`config.mk`:
```
export PLATFORM = sky130hd
export DESIGN_NAME = conditional_branch_unit
export DESIGN_NICKNAME = d
export VERILOG_FILES = /design/src/conditional_branch_unit.v
export VERILOG_INCLUDE_DIRS = /design/src
export SDC_FILE = /design/constraint.sdc
export NUM_CORES = 1
export LEC_CHECK = 0
export BUFFER_PORTS_ARGS = -buffer_cell sky130_fd_sc_hd__buf_2
export CORE_MARGIN = 2
export CORE_UTILIZATION = 35
export CTS_CLUSTER_SIZE = 40
export DETAILED_ROUTE_END_ITERATION = 16
export SETUP_SLACK_MARGIN = 0.2
export SLEW_MARGIN = 20
export SYNTH_ARGS = -nofsm -noshare
export SYNTH_HDL_FRONTEND = slang
export SYNTH_SLANG_ARGS = --single-unit
```
`constraint.sdc`:
```
create_clock -name clk_i -period 5.93 [get_ports clk_i]
set_input_delay 1.186 -clock clk_i [delete_from_list [all_inputs] [get_ports clk_i]]
set_output_delay 1.186 -clock clk_i [all_outputs]
set_load 0.02 [all_outputs]
```
`src/branch_unit_consts.vh`:
```
`ifndef BRANCH_UNIT_CONSTS_VH
`define BRANCH_UNIT_CONSTS_VH

// Instruction word fields, bit 31 is the most significant bit.
`define OPC_MSB        31
`define OPC_LSB        26
`define OPC_IMM_FORM   6'h2f
`define OPC_REG_FORM   6'h27
`define DSLOT_BIT      25
`define COND_MSB       24
`define COND_LSB       21
`define CMP_SEL_MSB    20
`define CMP_SEL_LSB    16
`define OFS_SEL_MSB    15
`define OFS_SEL_LSB    11
`define ZERO_MSB       10
`define IMM_MSB        15

// Comparison selectors.
`define COND_NE        4'h1
`define COND_LT        4'h2
`define COND_LE        4'h3
`define COND_GT        4'h4

// Sequential step in bytes.
`define PC_STEP        32'h00000004

// Latencies in cycles.
`define LAT_SEQ        4'h1
`define LAT_DS         4'h2
`define LAT_NODS       4'h3
`define LAT_SMALL_DS   4'h6
`define LAT_SMALL_NODS 4'h7
`define LAT_MISS_FAST  4'h3
`define LAT_MISS_SMALL 4'h7
`define LAT_MMU_EXTRA  4'h2

// Register map, byte addresses.
`define ADR_CONFIG     4'h0
`define ADR_STATUS     4'h4
`define ADR_LAST_PC    4'h8
`define ADR_TAKEN_CNT  4'hc

// Configuration fields and reset values.
`define CFG_AREA_MSB   1
`define CFG_AREA_LSB   0
`define CFG_MMU_MSB    3
`define CFG_MMU_LSB    2
`define CFG_RESET      4'h0
`define AREA_SMALL     2'h2
`define AREA_FAST      2'h0

`endif

```
`src/conditional_branch_unit.v`:
```
// Our own choices: the register offsets and the Wishbone interface to the registers.
`timescale 1ns/1ns
`include "branch_unit_consts.vh"

// Overview of operation
// - Greater-than branches when signed compare exceeds zero.
// - Less-or-equal branches when compare is zero or negative.
// - Less-than branches when signed compare below zero.
// - Not-equal branches on any nonzero compare value.
// - Register form target is own address plus offset.
// - Untaken branch advances program counter by four.
// - Delay flag lets the following instruction complete.
// - Without delay flag the following instruction is squashed.
// - Sixteen-bit constant is sign-extended to thirty-two bits.
// - Preceding prefix supplies the full-width constant instead.
// - Immediate form opcode and field positions fixed.
// - Register form opcode, offset field, low eleven bits zero.
// - Untaken or correctly predicted immediate takes one cycle.
// - Fast setting, taken with delay takes two.
// - Fast setting, taken without delay takes three.
// - Small setting, taken takes six or seven.
// - Setting zero, mispredicted immediate takes three cycles.
// - Setting two, mispredicted immediate takes seven cycles.
// - Memory management above one adds two cycles to small-setting branches longer than one cycle.

module conditional_branch_unit (
  // Clock and reset
  input  wire        clk_i,
  input  wire        rst_i,
  // Instruction issue
  input  wire        issue_i,
  input  wire [31:0] instr_i,
  input  wire [31:0] instr_addr_i,
  input  wire [31:0] compare_value_i,
  input  wire [31:0] offset_value_i,
  input  wire        prefix_valid_i,
  input  wire [15:0] prefix_high_i,
  input  wire        predict_valid_i,
  input  wire        predict_taken_i,
  output wire        ready_o,
  output wire        illegal_o,
  output wire [4:0]  compare_sel_o,
  output wire [4:0]  offset_sel_o,
  // Branch result
  output wire        done_o,
  output reg  [31:0] program_counter_o,
  output reg         taken_o,
  output reg         slot_keep_o,
  output reg         slot_squash_o,
  output wire        busy_o,
  // Wishbone slave
  input  wire        wb_cyc_i,
  input  wire        wb_stb_i,
  input  wire        wb_we_i,
  input  wire [3:0]  wb_adr_i,
  input  wire [3:0]  wb_sel_i,
  input  wire [31:0] wb_dat_i,
  output reg  [31:0] wb_dat_o,
  output reg         wb_ack_o
);

  localparam [1:0] S_IDLE = 2'b01;
  localparam [1:0] S_EXEC = 2'b10;

  // Sequencer, settings and branch history.
  reg  [1:0]  state;
  reg  [1:0]  next_state;
  reg  [3:0]  cnt;
  reg  [3:0]  next_cnt;
  reg  [3:0]  config_reg;
  reg  [31:0] last_pc;
  reg  [31:0] taken_cnt;
  reg         last_taken;
  reg         last_dslot;
  reg         last_miss;

  // Decode and datapath nets.
  wire [5:0]  opcode;
  wire [3:0]  cond;
  wire        dslot;
  wire        imm_form;
  wire        reg_form;
  wire        cond_ok;
  wire        legal;
  wire        accept;
  wire        cmp_neg;
  wire        cmp_zero;
  reg         cond_true;
  wire [31:0] imm_value;
  wire [31:0] offset;
  wire [31:0] target;
  wire [31:0] seq_pc;
  wire        miss;
  wire        fast_hit;
  wire [1:0]  area;
  wire [1:0]  mmu;
  reg  [3:0]  lat;
  wire        is_ne;
  wire        is_lt;
  wire        is_le;
  wire        is_gt;

  // Next values of the result, history and bus registers.
  reg  [31:0] next_program_counter;
  reg         next_taken;
  reg         next_slot_keep;
  reg         next_slot_squash;
  reg  [31:0] next_last_pc;
  reg         next_last_taken;
  reg         next_last_dslot;
  reg         next_last_miss;
  reg  [31:0] next_taken_cnt;
  reg  [3:0]  next_config;
  reg  [31:0] next_wb_dat;
  reg         next_wb_ack;

  // Field decode.
  assign opcode        = instr_i[`OPC_MSB:`OPC_LSB];
  assign dslot         = instr_i[`DSLOT_BIT];
  assign cond          = instr_i[`COND_MSB:`COND_LSB];
  assign imm_form      = (opcode == `OPC_IMM_FORM);
  assign reg_form      = (opcode == `OPC_REG_FORM) &&
                         (instr_i[`ZERO_MSB:0] == 11'h000);
  assign compare_sel_o = instr_i[`CMP_SEL_MSB:`CMP_SEL_LSB];
  assign offset_sel_o  = instr_i[`OFS_SEL_MSB:`OFS_SEL_LSB];

  // One decoded line per comparison keeps the legality check flat.
  assign is_ne = (cond == `COND_NE);
  assign is_lt = (cond == `COND_LT);
  assign is_le = (cond == `COND_LE);
  assign is_gt = (cond == `COND_GT);

  // Equal and greater-or-equal belong to another unit and decode as illegal here.
  assign cond_ok = is_ne || is_lt || is_le || is_gt;
  assign legal   = (imm_form || reg_form) && cond_ok;

  // Ready in the last cycle lets branches issue back to back.
  assign ready_o   = (state == S_IDLE) || (cnt == `LAT_SEQ);
  assign accept    = issue_i && ready_o;
  assign illegal_o = issue_i && ready_o && !legal;

  // Signed compare against zero.
  assign cmp_neg  = compare_value_i[31];
  assign cmp_zero = (compare_value_i == 32'h00000000);

  always @* begin
    case (cond)
      `COND_NE: cond_true = !cmp_zero;
      `COND_LT: cond_true = cmp_neg;
      `COND_LE: cond_true = cmp_neg || cmp_zero;
      `COND_GT: cond_true = !cmp_neg && !cmp_zero;
      default:  cond_true = 1'b0;
    endcase
  end

  // A prefix replaces the extended upper half with its own sixteen bits.
  assign imm_value = prefix_valid_i ?
                     {prefix_high_i, instr_i[`IMM_MSB:0]} :
                     {{16{instr_i[`IMM_MSB]}}, instr_i[`IMM_MSB:0]};
  assign offset    = imm_form ? imm_value : offset_value_i;
  assign target    = instr_addr_i + offset;
  assign seq_pc    = instr_addr_i + `PC_STEP;

  // Only the immediate form is predicted; the register form never counts as a hit.
  assign miss     = imm_form && predict_valid_i && (predict_taken_i != cond_true);
  assign fast_hit = imm_form && predict_valid_i && (predict_taken_i == cond_true);

  assign area = config_reg[`CFG_AREA_MSB:`CFG_AREA_LSB];
  assign mmu  = config_reg[`CFG_MMU_MSB:`CFG_MMU_LSB];

  // In the fast and small settings a misprediction costs the same whichever way the branch went.
  always @* begin
    lat = `LAT_SEQ;
    if (miss && (area == `AREA_FAST)) begin
      lat = `LAT_MISS_FAST;
    end else if (miss && (area == `AREA_SMALL)) begin
      lat = `LAT_MISS_SMALL;
    end else if (!cond_true || fast_hit) begin
      lat = `LAT_SEQ;
    end else if (area == `AREA_SMALL) begin
      lat = dslot ? `LAT_SMALL_DS : `LAT_SMALL_NODS;
    end else begin
      lat = dslot ? `LAT_DS : `LAT_NODS;
    end
    if ((mmu > 2'h1) && (area == `AREA_SMALL) && (lat != `LAT_SEQ)) begin
      lat = lat + `LAT_MMU_EXTRA;
    end
  end

  // Sequencer: done waits until the counted latency runs out.
  always @* begin
    next_state = state;
    next_cnt   = cnt;
    case (state)
      S_IDLE: begin
        if (accept && legal) begin
          next_state = S_EXEC;
          next_cnt   = lat;
        end
      end
      S_EXEC: begin
        if (cnt == `LAT_SEQ) begin
          if (accept && legal) begin
            next_cnt = lat;
          end else begin
            next_state = S_IDLE;
            next_cnt   = 4'h0;
          end
        end else begin
          next_cnt = cnt - 4'h1;
        end
      end
      default: begin
        next_state = S_IDLE;
        next_cnt   = 4'h0;
      end
    endcase
  end

  always @(posedge clk_i) begin
    if (rst_i) begin
      state <= S_IDLE;
      cnt   <= 4'h0;
    end else begin
      state <= next_state;
      cnt   <= next_cnt;
    end
  end

  // Done and busy are decoded from one counter, so they never disagree.
  assign done_o = (state == S_EXEC) && (cnt == `LAT_SEQ);
  assign busy_o = (state == S_EXEC) && (cnt != `LAT_SEQ);

  // Result registers; no general register or status bit is ever written.
  // Outputs hold until the next accepted branch replaces them.
  always @* begin
    next_program_counter = program_counter_o;
    next_taken           = taken_o;
    next_slot_keep       = slot_keep_o;
    next_slot_squash     = slot_squash_o;
    if (accept && legal) begin
      next_program_counter = cond_true ? target : seq_pc;
      next_taken           = cond_true;
      next_slot_keep       = cond_true && dslot;
      next_slot_squash     = cond_true && !dslot;
    end
  end

  always @(posedge clk_i) begin
    if (rst_i) begin
      program_counter_o <= 32'h00000000;
      taken_o           <= 1'b0;
      slot_keep_o       <= 1'b0;
      slot_squash_o     <= 1'b0;
    end else begin
      program_counter_o <= next_program_counter;
      taken_o           <= next_taken;
      slot_keep_o       <= next_slot_keep;
      slot_squash_o     <= next_slot_squash;
    end
  end

  // Software visible history of the last branch.
  always @* begin
    next_last_pc    = last_pc;
    next_last_taken = last_taken;
    next_last_dslot = last_dslot;
    next_last_miss  = last_miss;
    if (accept && legal) begin
      next_last_pc    = instr_addr_i;
      next_last_taken = cond_true;
      next_last_dslot = dslot;
      next_last_miss  = miss;
    end
  end

  always @(posedge clk_i) begin
    if (rst_i) begin
      last_pc    <= 32'h00000000;
      last_taken <= 1'b0;
      last_dslot <= 1'b0;
      last_miss  <= 1'b0;
    end else begin
      last_pc    <= next_last_pc;
      last_taken <= next_last_taken;
      last_dslot <= next_last_dslot;
      last_miss  <= next_last_miss;
    end
  end

  // Bus access, single-cycle acknowledge for every address including unmapped ones.
  // The acknowledge masks the request, so a held strobe is served again on every other cycle.
  wire        wb_req;
  wire        wb_wr;
  wire        wb_rd;
  wire        cfg_wr;
  wire        cnt_clear;
  wire [31:0] status_word;
  assign wb_req    = wb_cyc_i && wb_stb_i && !wb_ack_o;
  assign wb_wr     = wb_req && wb_we_i;
  assign wb_rd     = wb_req && !wb_we_i;
  assign cfg_wr    = wb_wr && (wb_adr_i == `ADR_CONFIG) && wb_sel_i[0];
  assign cnt_clear = wb_wr && (wb_adr_i == `ADR_TAKEN_CNT);

  always @* begin
    next_wb_ack = wb_req;
  end

  always @(posedge clk_i) begin
    if (rst_i) begin
      wb_ack_o <= 1'b0;
    end else begin
      wb_ack_o <= next_wb_ack;
    end
  end

  // The settings are sampled at issue, so a change mid-branch waits for the next one.
  always @* begin
    next_config = config_reg;
    if (cfg_wr) begin
      next_config = wb_dat_i[3:0];
    end
  end

  always @(posedge clk_i) begin
    if (rst_i) begin
      config_reg <= `CFG_RESET;
    end else begin
      config_reg <= next_config;
    end
  end

  // A counter write of any value clears it; an increment in the same cycle leaves it at one.
  always @* begin
    next_taken_cnt = taken_cnt;
    if (accept && legal && cond_true) begin
      next_taken_cnt = cnt_clear ? 32'h00000001 : taken_cnt + 32'h00000001;
    end else if (cnt_clear) begin
      next_taken_cnt = 32'h00000000;
    end
  end

  always @(posedge clk_i) begin
    if (rst_i) begin
      taken_cnt <= 32'h00000000;
    end else begin
      taken_cnt <= next_taken_cnt;
    end
  end

  // Status shows the live sequencer state beside the history of the last branch.
  assign status_word = {27'h0, last_miss, last_dslot, last_taken, busy_o, done_o};

  always @* begin
    next_wb_dat = wb_dat_o;
    if (wb_rd) begin
      case (wb_adr_i)
        `ADR_CONFIG:    next_wb_dat = {28'h0000000, config_reg};
        `ADR_STATUS:    next_wb_dat = status_word;
        `ADR_LAST_PC:   next_wb_dat = last_pc;
        `ADR_TAKEN_CNT: next_wb_dat = taken_cnt;
        default:        next_wb_dat = 32'h00000000;
      endcase
    end
  end

  always @(posedge clk_i) begin
    if (rst_i) begin
      wb_dat_o <= 32'h00000000;
    end else begin
      wb_dat_o <= next_wb_dat;
    end
  end

endmodule // conditional_branch_unit

```
## Word-level counts from Yosys, hierarchy flattened

Cells that the tools add are included.

| storage, ports and cells | value |
|---|---|
| flip-flop bits (word level) | 144 |
| latch bits | 0 |
| bits in writable memories | 0 |
| memory bits (read-only) | 0 |
| input port bits | 193 |
| output and inout bits | 82 |
| word-level logic and storage cells | 107 |
| memories | 0 |

| cells by class | value |
|---|---|
| add/sub/neg operators | 5 |
| $mul | 0 |
| divide/modulo/power cells | 0 |
| order comparisons | 1 |
| eq/ne operators | 20 |
| shifts and indexed selects | 0 |
| multiplexer cells | 23 |
| bitwise gates (word level) | 0 |
| reduce and logical (&&, ||, !) cells | 45 |

Operators by type and width:

| operator | count |
|---|---|
| 32-bit two-way mux | 6 |
| 32-bit one-hot mux with 4 select lines | 1 |
| 32-bit by 1-bit adder with 32-bit output, second input constant | 1 |
| 32-bit by 3-bit adder with 32-bit output, second input constant | 1 |
| 32-bit adder | 1 |
| 32-bit logical NOT | 1 |
| 1-bit logical AND | 25 |
| 4-bit two-way mux | 4 |
| 6-bit equality test, second input constant | 2 |
| 3-bit two-way mux | 4 |
| 11-bit logical NOT | 1 |
| 4-bit by 1-bit equality test with 1-bit output, second input constant | 2 |
| 4-bit by 2-bit equality test with 1-bit output, second input constant | 2 |
| 4-bit by 3-bit equality test with 1-bit output, second input constant | 2 |
| 4-bit equality test, second input constant | 2 |
| 4-bit by 1-bit != test with 1-bit output, second input constant | 2 |
| 4-bit one-hot mux with 2 select lines | 1 |
| 1-bit logical NOT | 7 |
| 1-bit logical OR | 7 |
| 2-bit two-way mux | 3 |
| 4-bit by 2-bit adder with 4-bit output, second input constant | 1 |
| 2-bit equality test, second input constant | 2 |
| 4-bit logical NOT | 1 |
| 2-bit != test, second input constant | 2 |
| other kinds (12) | 13 |

## Longest topological paths before layout

Gate-level depths: netlist of run 1.

| logic depth | value |
|---|---|
| depth after elaboration | 16 |
| depth in mapped cells | 16 |
| mapped depth without buffers | 13 |

## Least setup slack after synthesis of run 1

OpenSTA, ideal clock, no wires.

| timing | value |
|---|---|
| kind | input to register |
| from | in instr_i[27] |
| to | reg program_counter_o[24] |
| setup time | 0.078 ns |
| arrival | 4.656 ns |
| slack | 1.196 ns |
| stages | 15 |
| path through | and4b_1 -> nand3_1 -> clkbuf_1 -> buf_1 -> mux2_2 -> ha_1 -> fa_1 -> a211oi_1 -> o211ai_1 -> a31oi_1 -> a31oi_1 -> a221oi_1 -> xnor2_1 -> a21oi_1 -> nor3_1 |

| on the way | value |
|---|---|
| longest elaborated chain between the ends | 5 |
| elaborated cells between the ends (all ways) | 9 |
| classes of those cells | 1 x add/sub; 2 x eq/ne; 2 x mux; 4 x reduce/logical |

RTL lines:

| item | line | text |
|---|---|---|
| start, declared | conditional_branch_unit.v:32 | `input wire [31:0] instr_i,` |
| branches (longest 5 deep; another with 32-bit adder) | n/a |  |
| end signal, assigned | conditional_branch_unit.v:256 | `program_counter_o <= next_program_counter;` |
| end, declared | conditional_branch_unit.v:46 | `output reg [31:0] program_counter_o,` |

Parallel ways; which one is timed is not known.
A chain may end at the register's enable or synchronous reset.

## Final worst setup path of run 1

| timing | value |
|---|---|
| from | in instr_i[27] |
| to | reg program_counter_o[28] |

Same word-level chain as after synthesis.

==> results of run 1 <==
[final cells by class]
cell class / instances / area [µm²]
fillers: 2680 / 14300
multi-input cells: 931 / 5730
flip-flops and latches: 144 / 2880
repair buffers: 246 / 1270
clock buffers: 18 / 439
well taps: 330 / 413
clock inverters: 13 / 163
inverters: 22 / 82.6
[synthesized netlist by cell type, types with 4 or more instances]
| cell | number | area share [%] |
|---|---|---|
| buf_2 | 4 | 0.22 |
| dfxtp_1 | 144 | 32 |
| or3_1 | 9 | 0.63 |
| xnor2_1 | 34 | 3.3 |
| nand3_1 | 30 | 1.7 |
| o211ai_1 | 17 | 1.4 |
| a21oi_1 | 110 | 6.1 |
| nand2_1 | 172 | 7.2 |
| nand4_1 | 21 | 1.5 |
| a31oi_1 | 9 | 0.63 |
| nor2_1 | 122 | 5.1 |
| a211oi_1 | 9 | 0.75 |
| and3_1 | 20 | 1.4 |
| ha_1 | 38 | 5.3 |
| nand2b_1 | 5 | 0.35 |
| nor3b_1 | 5 | 0.42 |
| a21o_1 | 16 | 1.3 |
| inv_1 | 22 | 0.92 |
| nor4_1 | 16 | 1.1 |
| or2_2 | 5 | 0.35 |
| o21ai_0 | 57 | 3.2 |
| buf_1 | 6 | 0.25 |
| mux2i_1 | 9 | 1.0 |
| xor2_1 | 47 | 4.6 |
| a221oi_1 | 33 | 3.2 |
| clkbuf_1 | 59 | 2.5 |
| and2_1 | 11 | 0.76 |
| o31ai_1 | 5 | 0.42 |
| buf_4 | 10 | 0.83 |
| mux2_2 | 13 | 1.6 |
| a311oi_1 | 7 | 0.68 |
| nor3_1 | 48 | 2.7 |
| and4_1 | 10 | 0.97 |
[critical path, cell delays in order]
cell and delay [ps]:
buf_2 90, and4b_1 220, nand3_1 140, buf_4 400, mux2_2 420, fa_1 460
a211oi_1 350, o211ai_1 230, a31oi_1 330, a31oi_1 240, a21boi_0 410, o21ba_2 210
xor2_1 170, a21oi_1 80
[metrics by stage]
stage | worst slack [ps] | cells | instance area, µm² | power [mW] | util (%)
floorplan | 1200 | 1176 | 9000 | 1.27 | -
global placement | 886 | 1673 | 10400 | 1.41 | 41.0
detailed placement | 881 | 1673 | 10400 | 1.41 | 41.0
CTS | 1320 | 1704 | 11000 | 2.51 | 43.4
global route | 1020 | 1704 | 11000 | 2.60 | 43.5
finish | 1300 | 1704 | 11000 | 2.49 | 43.5
[path summary, 6_finish.rpt]
| path | from | end | slack, ps | depth (start not counted) |
|---|---|---|---|---|
| setup / recovery | instr_i[27] | program_counter_o[28] | 1300 | 14 |
| hold reg to reg | program_counter_o[2] | program_counter_o[2] | 450 | 2 |
| setup reg to reg | cnt[0] | taken_cnt[12] | 2220 | 8 |
| hold / removal | program_counter_o[2] | program_counter_o[2] | 450 | 2 |
[metal layers]
metal  part of all wire (%)  vias to the layer above  global-route usage [%]  wire length [µm]
met5                      0                        -                       0                 0
met4                   0.99                        0                    5.18               279
met3                    5.1                       23                    2.96              1450
met2                     44                      279                    32.2             12500
met1                     49                     4134                    30.6             13900
li1                       -                     4606                       -                 -
[cells by family (layout without fill, tap and decap cells)]
| group | Yosys count | after routing | synth area share (%) |
|---|---|---|---|
| compound gates | 295 | 295 | 21.0 |
| xor+xnor | 81 | 81 | 7.88 |
| fa+ha+maj | 39 | 39 | 5.50 |
| buf+inv | 101 | 299 | 4.68 |
| flops | 144 | 144 | 32.0 |
| mux | 24 | 24 | 3.13 |
| simple gates | 492 | 492 | 25.8 |
[power by group through the flow]
stage	clock network [mW]	registers (mW)	logic, mW
2_1_floorplan	0	1.02	0.252
3_3_place_gp	0	1.00	0.403
3_5_place_dp	0	1.01	0.406
4_1_cts	1.12	0.984	0.408
5_1_grt	1.16	0.985	0.455
6_report	1.09	0.983	0.409
==> flow_summary.json, run 1 <==
{
  "min_path_type": "register to register",
  "pwr-share-clk_pct": 44.0,
  "drive_above_1_share_pct": 22.8,
  "initial_core_util_pct": 35.7,
  "yosysSeqAreaShare_pct": 32.0,
  "postRouteWirelength_um": 28100,
  "drtIter0Drc": 617,
  "drv_cap": 0,
  "ys_dominant_reg_cell": "dfxtp_1",
  "avgSynthCellArea_um2": 7.66,
  "first_pass_iters": 5,
  "crit_fanout": 46,
  "die-area_um2": 27000,
  "netlist_instances": 1176,
  "p_per_area_nw_per_um2": 227,
  "area_growth_pct": 21.9,
  "die_w_um": 164,
  "ys_ff_latch": 144,
  "path_class": "input port to register",
  "p_leak_nw": 4.55,
  "dp_hpwl_um": 21400,
  "cts_made_buffers": 17,
  "die_h_um": 164,
  "layout_min_cycle_time_ps": 4630,
  "finalSetupTns_ps": 0,
  "async_reset_ff_share_pct": 0,
  "port_buffers": 233,
  "p_switching_mw": 0.673,
  "p_comb_share_pct": 16.5,
  "status": "complete, no violations",
  "rsz0062_at_grt": "no",
  "worst_setup_path_start_kind": "input port",
  "clock_latency_ps": 430,
  "cts_root_buf": "clkbuf_16",
  "switching_share_pct": 27.1,
  "wl_per_cell_um": 16.5,
  "rows": 58,
  "clk_path_buf_depth": 2,
  "ys_warn_count": 0,
  "p_seq_share_pct": 39.5,
  "tritoncts": "done",
  "remaining_drc_errors": 0,
  "final_nets": 1594,
  "postSynthNetCount": 1408,
  "io_pins": 275,
  "post_cts_buffers": 0,
  "grt_max_degree": 68,
  "grt_overflow": 0,
  "core_um2": 25300,
  "final-hold-violation-count": 0,
  "synth_cell_types": 66,
  "report.final.slew_viol_count": 0,
  "max_slew.worst_pin.slew_ps": 862,
  "clock_sinks": 144,
  "antenna_found_initial": 0,
  "timing.final.crit_share_pct": 78.2,
  "cts_hold_buf": 0,
  "track_usage_pct": 20.9,
  "endpoint_kind": "register",
  "num_vias": 9042,
  "setup_viol_count_final": 0,
  "layout_common_cells": "buf_2 (232), nand2_1 (172), dfxtp_1 (144), nor2_1 (121), a21oi_1 (109)",
  "syn_area_um2": 9000,
  "diodes": 0,
  "htreeDepth": 4,
  "slew_headroom_pct": 42.0,
  "routabilityCongestion": 0.853,
  "synth-edff-count": 0,
  "crit_required_ps": 6240,
  "whs_ps": 452,
  "final_antenna_net_count": 0,
  "fmaxAchievable_mhz": 216,
  "internal-power_mw": 1.81,
  "crit_arrival_ps": 4940,
  "skew_ps": 12.1,
  "cts_resized": 0,
  "grt_pass1_wl_um": 44900,
  "clk_pin_slew_ps": 60,
  "mostFrequentLayoutCell": "buf_2",
  "grt_pass1_vias": 8316,
  "via_per_inst": 5.31,
  "ir_worst_vdd_mv": 0.189
}
(Power assumes the default switching activity.)
==> run 2: changes to the inputs <==
Clock period 5.93 ns to 4.8 ns, I/O delays scaled along.
==> flow_summary.json, run 2 (same netlist as run 1, synthesis figures left out) <==
{
  "crit_required_ps": 5060,
  "grt_pass1_vias": 8606,
  "cts_hold_buf": 0,
  "port_buffers": 233,
  "status": "complete, no violations",
  "cp_slowest_cell": "fa_1",
  "remaining_drc_errors": 0,
  "p_leak_nw": 4.57,
  "grt_max_degree": 69,
  "dp_hpwl_um": 21500,
  "drv_cap": 0,
  "path_class": "input port to register",
  "final-hold-violation-count": 0,
  "layout_min_cycle_time_ps": 4080,
  "crit_arrival_ps": 4340,
  "whs_ps": 454,
  "track_usage_pct": 21.0,
  "postRouteWirelength_um": 28300,
  "die-area_um2": 27000,
  "cts_root_buf": "clkbuf_16",
  "slew_headroom_pct": 39.4,
  "min_path_type": "register to register",
  "timing.final.crit_share_pct": 84.9,
  "tritoncts": "done",
  "mostFrequentLayoutCell": "buf_2",
  "cts_made_buffers": 17,
  "skew_ps": 9.97,
  "clock_latency_ps": 430,
  "io_pins": 275,
  "grt_pass1_wl_um": 45300,
  "clk_pin_slew_ps": 60,
  "final_antenna_net_count": 0,
  "ir_worst_vdd_mv": 0.239,
  "endpoint_kind": "register",
  "area_growth_pct": 22.3,
  "p_per_area_nw_per_um2": 272,
  "cts_resized": 0,
  "crit_path_frequent_cell": "a31oi_1",
  "post_cts_buffers": 0,
  "dp.cells": 1679,
  "antenna_found_initial": 1,
  "max_slew.worst_pin.slew_ps": 901,
  "routabilityCongestion": 0.863,
  "num_vias": 9067,
  "grt_overflow": 0,
  "rows": 58,
  "clock_sinks": 144,
  "layout_common_cells": "buf_2 (232), nand2_1 (172), dfxtp_1 (144), nor2_1 (121), a21oi_1 (109)",
  "crit_fanout": 4,
  "reg2reg_from": "cnt[0]",
  "final_nets": 1600,
  "htreeDepth": 4,
  "critPathMaxStageDelay_ps": 430,
  "cp-startpoint": "instr_i[30]",
  "wl_per_cell_um": 16.5,
  "fin_cells": 1711,
  "die_w_um": 164,
  "final_area_um2": 11000,
  "first_pass_iters": 5,
  "rsz0062_at_grt": "no",
  "worst_setup_path_start_kind": "input port",
  "fmaxAchievable_mhz": 245,
  "finalSetupTns_ps": 0,
  "core_um2": 25300,
  "drive_above_1_share_pct": 22.9,
  "initial_core_util_pct": 35.7,
  "worstHoldStart": "program_counter_o[2]",
  "die_h_um": 164,
  "setup_viol_count_final": 0,
  "worstPathCellList": "buf_2 -> and4b_1 -> nand3_1 -> mux2_2 -> ha_1 -> fa_1 -> a211oi_1 -> o211ai_1 -> a31oi_1 -> a31oi_1 -> a21boi_0 -> o21ba_2 -> nand4b_1 -> a221oi_1",
  "clk_path_buf_depth": 2,
  "report.final.slew_viol_count": 0,
  "via_per_inst": 5.30,
  "place_ws_ps": 281,
  "setup_slack_ps": 723,
  "drtIter0Drc": 577,
  "placed_cell_area_um2": 10400
}
## run 2: worst paths after layout
path,cells past startpoint,to,slack [ps]
setup / recovery,14,program_counter_o[30],720
hold reg to reg,2,program_counter_o[2],450
setup reg to reg,9,taken_cnt[8],1360
hold / removal,2,program_counter_o[2],450
## run 2: stage by stage
stage	util [%]	total power [mW]
CTS	43.6	3.02
finish	43.6	2.99
detailed placement	41.3	1.75
global placement	41.3	1.74
global route	43.6	3.13
floorplan	-	1.57
## run 2: cell type report
type / count / area [µm²]
well taps: 330 / 413
multi-input cells: 931 / 5720
diodes: 1 / 2.50
clock inverters: 9 / 83.8
clock buffers: 22 / 484
inverters: 22 / 82.6
repair buffers: 252 / 1340
fillers: 2673 / 14200
flip-flops and latches: 144 / 2880
## run 2: worst max-delay path, delay by kind of cell
| kind | cells | cell delay, ps |
|---|---|---|
| adder cells (fa/ha/maj) | 2 | 650 |
| AND/OR/NAND/NOR | 3 | 500 |
| buffers and inverters | 1 | 90 |
| multiplexers | 1 | 290 |
| AO/OA/AOI/OAI | 7 | 1830 |
## run 2: power by group
group          internal (mW)  switching [mW]
logic                  0.206           0.301
registers               1.21         0.00676
clock network          0.762           0.508
## run 2: routing by layer
metal  part of all wire [%]  vias up  routed length [µm]  global-route usage, %
met4                    1.7        0                 475                   6.80
met3                    5.3       32                1510                   2.51
met5                      0        -                   0                      0
met1                     49     4165               13800                   30.1
met2                     44      256               12500                   32.9
li1                       -     4614                   -                      -
==> run 3: changes to the inputs <==
Clock period 4.8 ns to 3.5 ns, I/O delays scaled along.
==> flow_summary.json, run 3 (same netlist as run 1, synthesis figures left out) <==
{
  "grt_pass1_vias": 8875,
  "path_class": "input port to register",
  "clk_pin_slew_ps": 60,
  "cts_made_buffers": 17,
  "remaining_drc_errors": 0,
  "reg2reg_from": "cnt[1]",
  "rows": 58,
  "drv_cap": 0,
  "slew_headroom_pct": 48.5,
  "min_to": "program_counter_o[2]",
  "postRouteWirelength_um": 29700,
  "initial_core_util_pct": 35.7,
  "report.final.slew_viol_count": 0,
  "total_power_mw": 4.26,
  "wl_per_cell_um": 16.4,
  "die-area_um2": 27000,
  "die_w_um": 164,
  "drtIter0Drc": 532,
  "max_slew.worst_pin.slew_ps": 770,
  "layout_common_cells": "buf_2 (231), nand2_1 (169), dfxtp_1 (144), nor2_1 (121), buf_4 (119)",
  "final_area_um2": 12200,
  "die_h_um": 164,
  "status": "complete, no violations",
  "grt_max_degree": 54,
  "use_met2_pct": 34.6,
  "clock_sinks": 144,
  "tritoncts": "done",
  "final-hold-violation-count": 0,
  "crit_path_frequent_cell": "buf_6",
  "rsz0062_at_grt": "yes",
  "port_buffers": 233,
  "crit_required_ps": 3800,
  "min_path_cells": 2,
  "dp_hpwl_um": 22900,
  "critPathMaxStageDelay_ps": 310,
  "crit_buf_inv": 3,
  "via_per_inst": 5.22,
  "fmaxAchievable_mhz": 297,
  "worstRegToRegCells": 10,
  "postLayoutCoreUtil_pct": 48.1,
  "worst_setup_path_start_kind": "input port",
  "timing.final.crit_share_pct": 96.3,
  "crit_family": "simple AND/OR/NAND/NOR gates",
  "min_path_type": "register to register",
  "core_um2": 25300,
  "skew_ps": 11.5,
  "routabilityCongestion": 0.858,
  "placed_cell_area_um2": 11200,
  "cp_slowest_cell": "mux2_4",
  "crit_arrival_ps": 3670,
  "ir_worst_vdd_mv": 0.352,
  "clk_path_buf_depth": 2,
  "clock_latency_ps": 420,
  "r2r_end": "taken_cnt[31]",
  "grt_pass1_wl_um": 46800,
  "mostFrequentLayoutCell": "buf_2",
  "track_usage_pct": 21.9,
  "busiest_layer": "met2",
  "p_leak_nw": 5.20,
  "final_nets": 1708,
  "htreeDepth": 4,
  "use_met3_pct": 2.79,
  "r2r_slack_ps": 490,
  "whs_ps": 453,
  "layout_min_cycle_time_ps": 3370,
  "cts_hold_buf": 0,
  "grt_overflow": 0,
  "gr-usage-met1_pct": 31.1,
  "first_pass_iters": 5,
  "worstHoldStart": "program_counter_o[2]",
  "crit_fanout": 3,
  "finalSetupTns_ps": 0,
  "io_pins": 275,
  "setup_viol_count_final": 0,
  "area_growth_pct": 35.0,
  "drive_above_1_share_pct": 31.3,
  "worstPathCellList": "buf_6 -> and4b_2 -> nand3_4 -> buf_6 -> mux2_4 -> ha_1 -> a211oi_2 -> o21ai_1 -> and3b_2 -> o211ai_1 -> buf_4 -> a21boi_4 -> or3_1 -> a311oi_1 -> nor3_1",
  "endpoint_kind": "register",
  "num_vias": 9491,
  "antenna_found_initial": 1,
  "cts_root_buf": "clkbuf_16",
  "p_per_area_nw_per_um2": 351,
  "final_antenna_net_count": 0
}
-- run 3: cell count changes in the layout (fill, tap and decap cells not counted), moves of 3 or more --
cell / previous run / this run
o21ai_1: 1 / 14
a21oi_2: 1 / 8
ha_1: 38 / 33
mux2_2: 13 / 10
buf_6: 0 / 6
buf_4: 18 / 119
clkinvlp_4: 4 / 1
ha_4: 0 / 4
a21oi_1: 109 / 102
a31oi_1: 9 / 6
mux2_4: 0 / 3
o21ai_0: 57 / 42
nand2_1: 172 / 169
a211oi_1: 9 / 6
-- run 3: layer usage --
layer  vias up  share of wire, %  wire length [µm]
met1      4378                48             14200
met2       256                46             13500
met3        31               4.7              1390
met5         -                 0                 0
li1       4826                 -                 -
met4         0               2.0               596
-- run 3: where the power goes --
part	total [mW]	internal, mW	switching [mW]
clock	1.69	1.01	0.679
sequential	1.67	1.66	0.00912
combinational	0.903	0.423	0.480
total	4.26	3.10	1.17
-- run 3: how the worst max path moves through the flow --
| stage | from | end | slack (ps) | depth (start not counted) |
|---|---|---|---|---|
| 6_report | instr_i[30] | program_counter_o[27] | 130 | 15 |
| 5_1_grt | instr_i[30] | program_counter_o[20] | -2 | 16 |
| 4_1_cts | instr_i[30] | program_counter_o[27] | 170 | 16 |
| 3_5_place_dp | instr_i[30] | program_counter_o[30] | -630 | 15 |
| 3_3_place_gp | instr_i[30] | program_counter_o[30] | -540 | 15 |
| 2_1_floorplan | instr_i[30] | program_counter_o[24] | -240 | 15 |
-- run 3: worst min-delay path: cells and delay by family (launching register included) --
family          cells  cell delay, ps
compound gates      1              50
simple gates        1              50
flops               1             300
-- run 3: final cells by class --
type	count	area (µm²)
Tap cell	330	413
Multi-Input combinational cell	931	6020
Sequential cell	144	2880
Fill cell	2546	13100
Antenna cell	1	2.50
Inverter	22	82.6
Clock buffer	22	474
Timing Repair Buffer	360	2220
Clock inverter	7	62.6
-- run 3: per-stage QoR --
step / setup WS (ps) / cells
floorplan: -240 / 1176
global placement: -543 / 1774
detailed placement: -626 / 1774
CTS: 166 / 1812
global route: -2.34 / 1817
finish: 128 / 1817
-- run 3: timing repair --
action / CTS / global route
pin swaps: 21 / 13
gates cloned: 1 / 0
endpoints found under the setup margin: 15 / 39
setup buffers: 8 / 4
gates resized for setup: 31 / 38
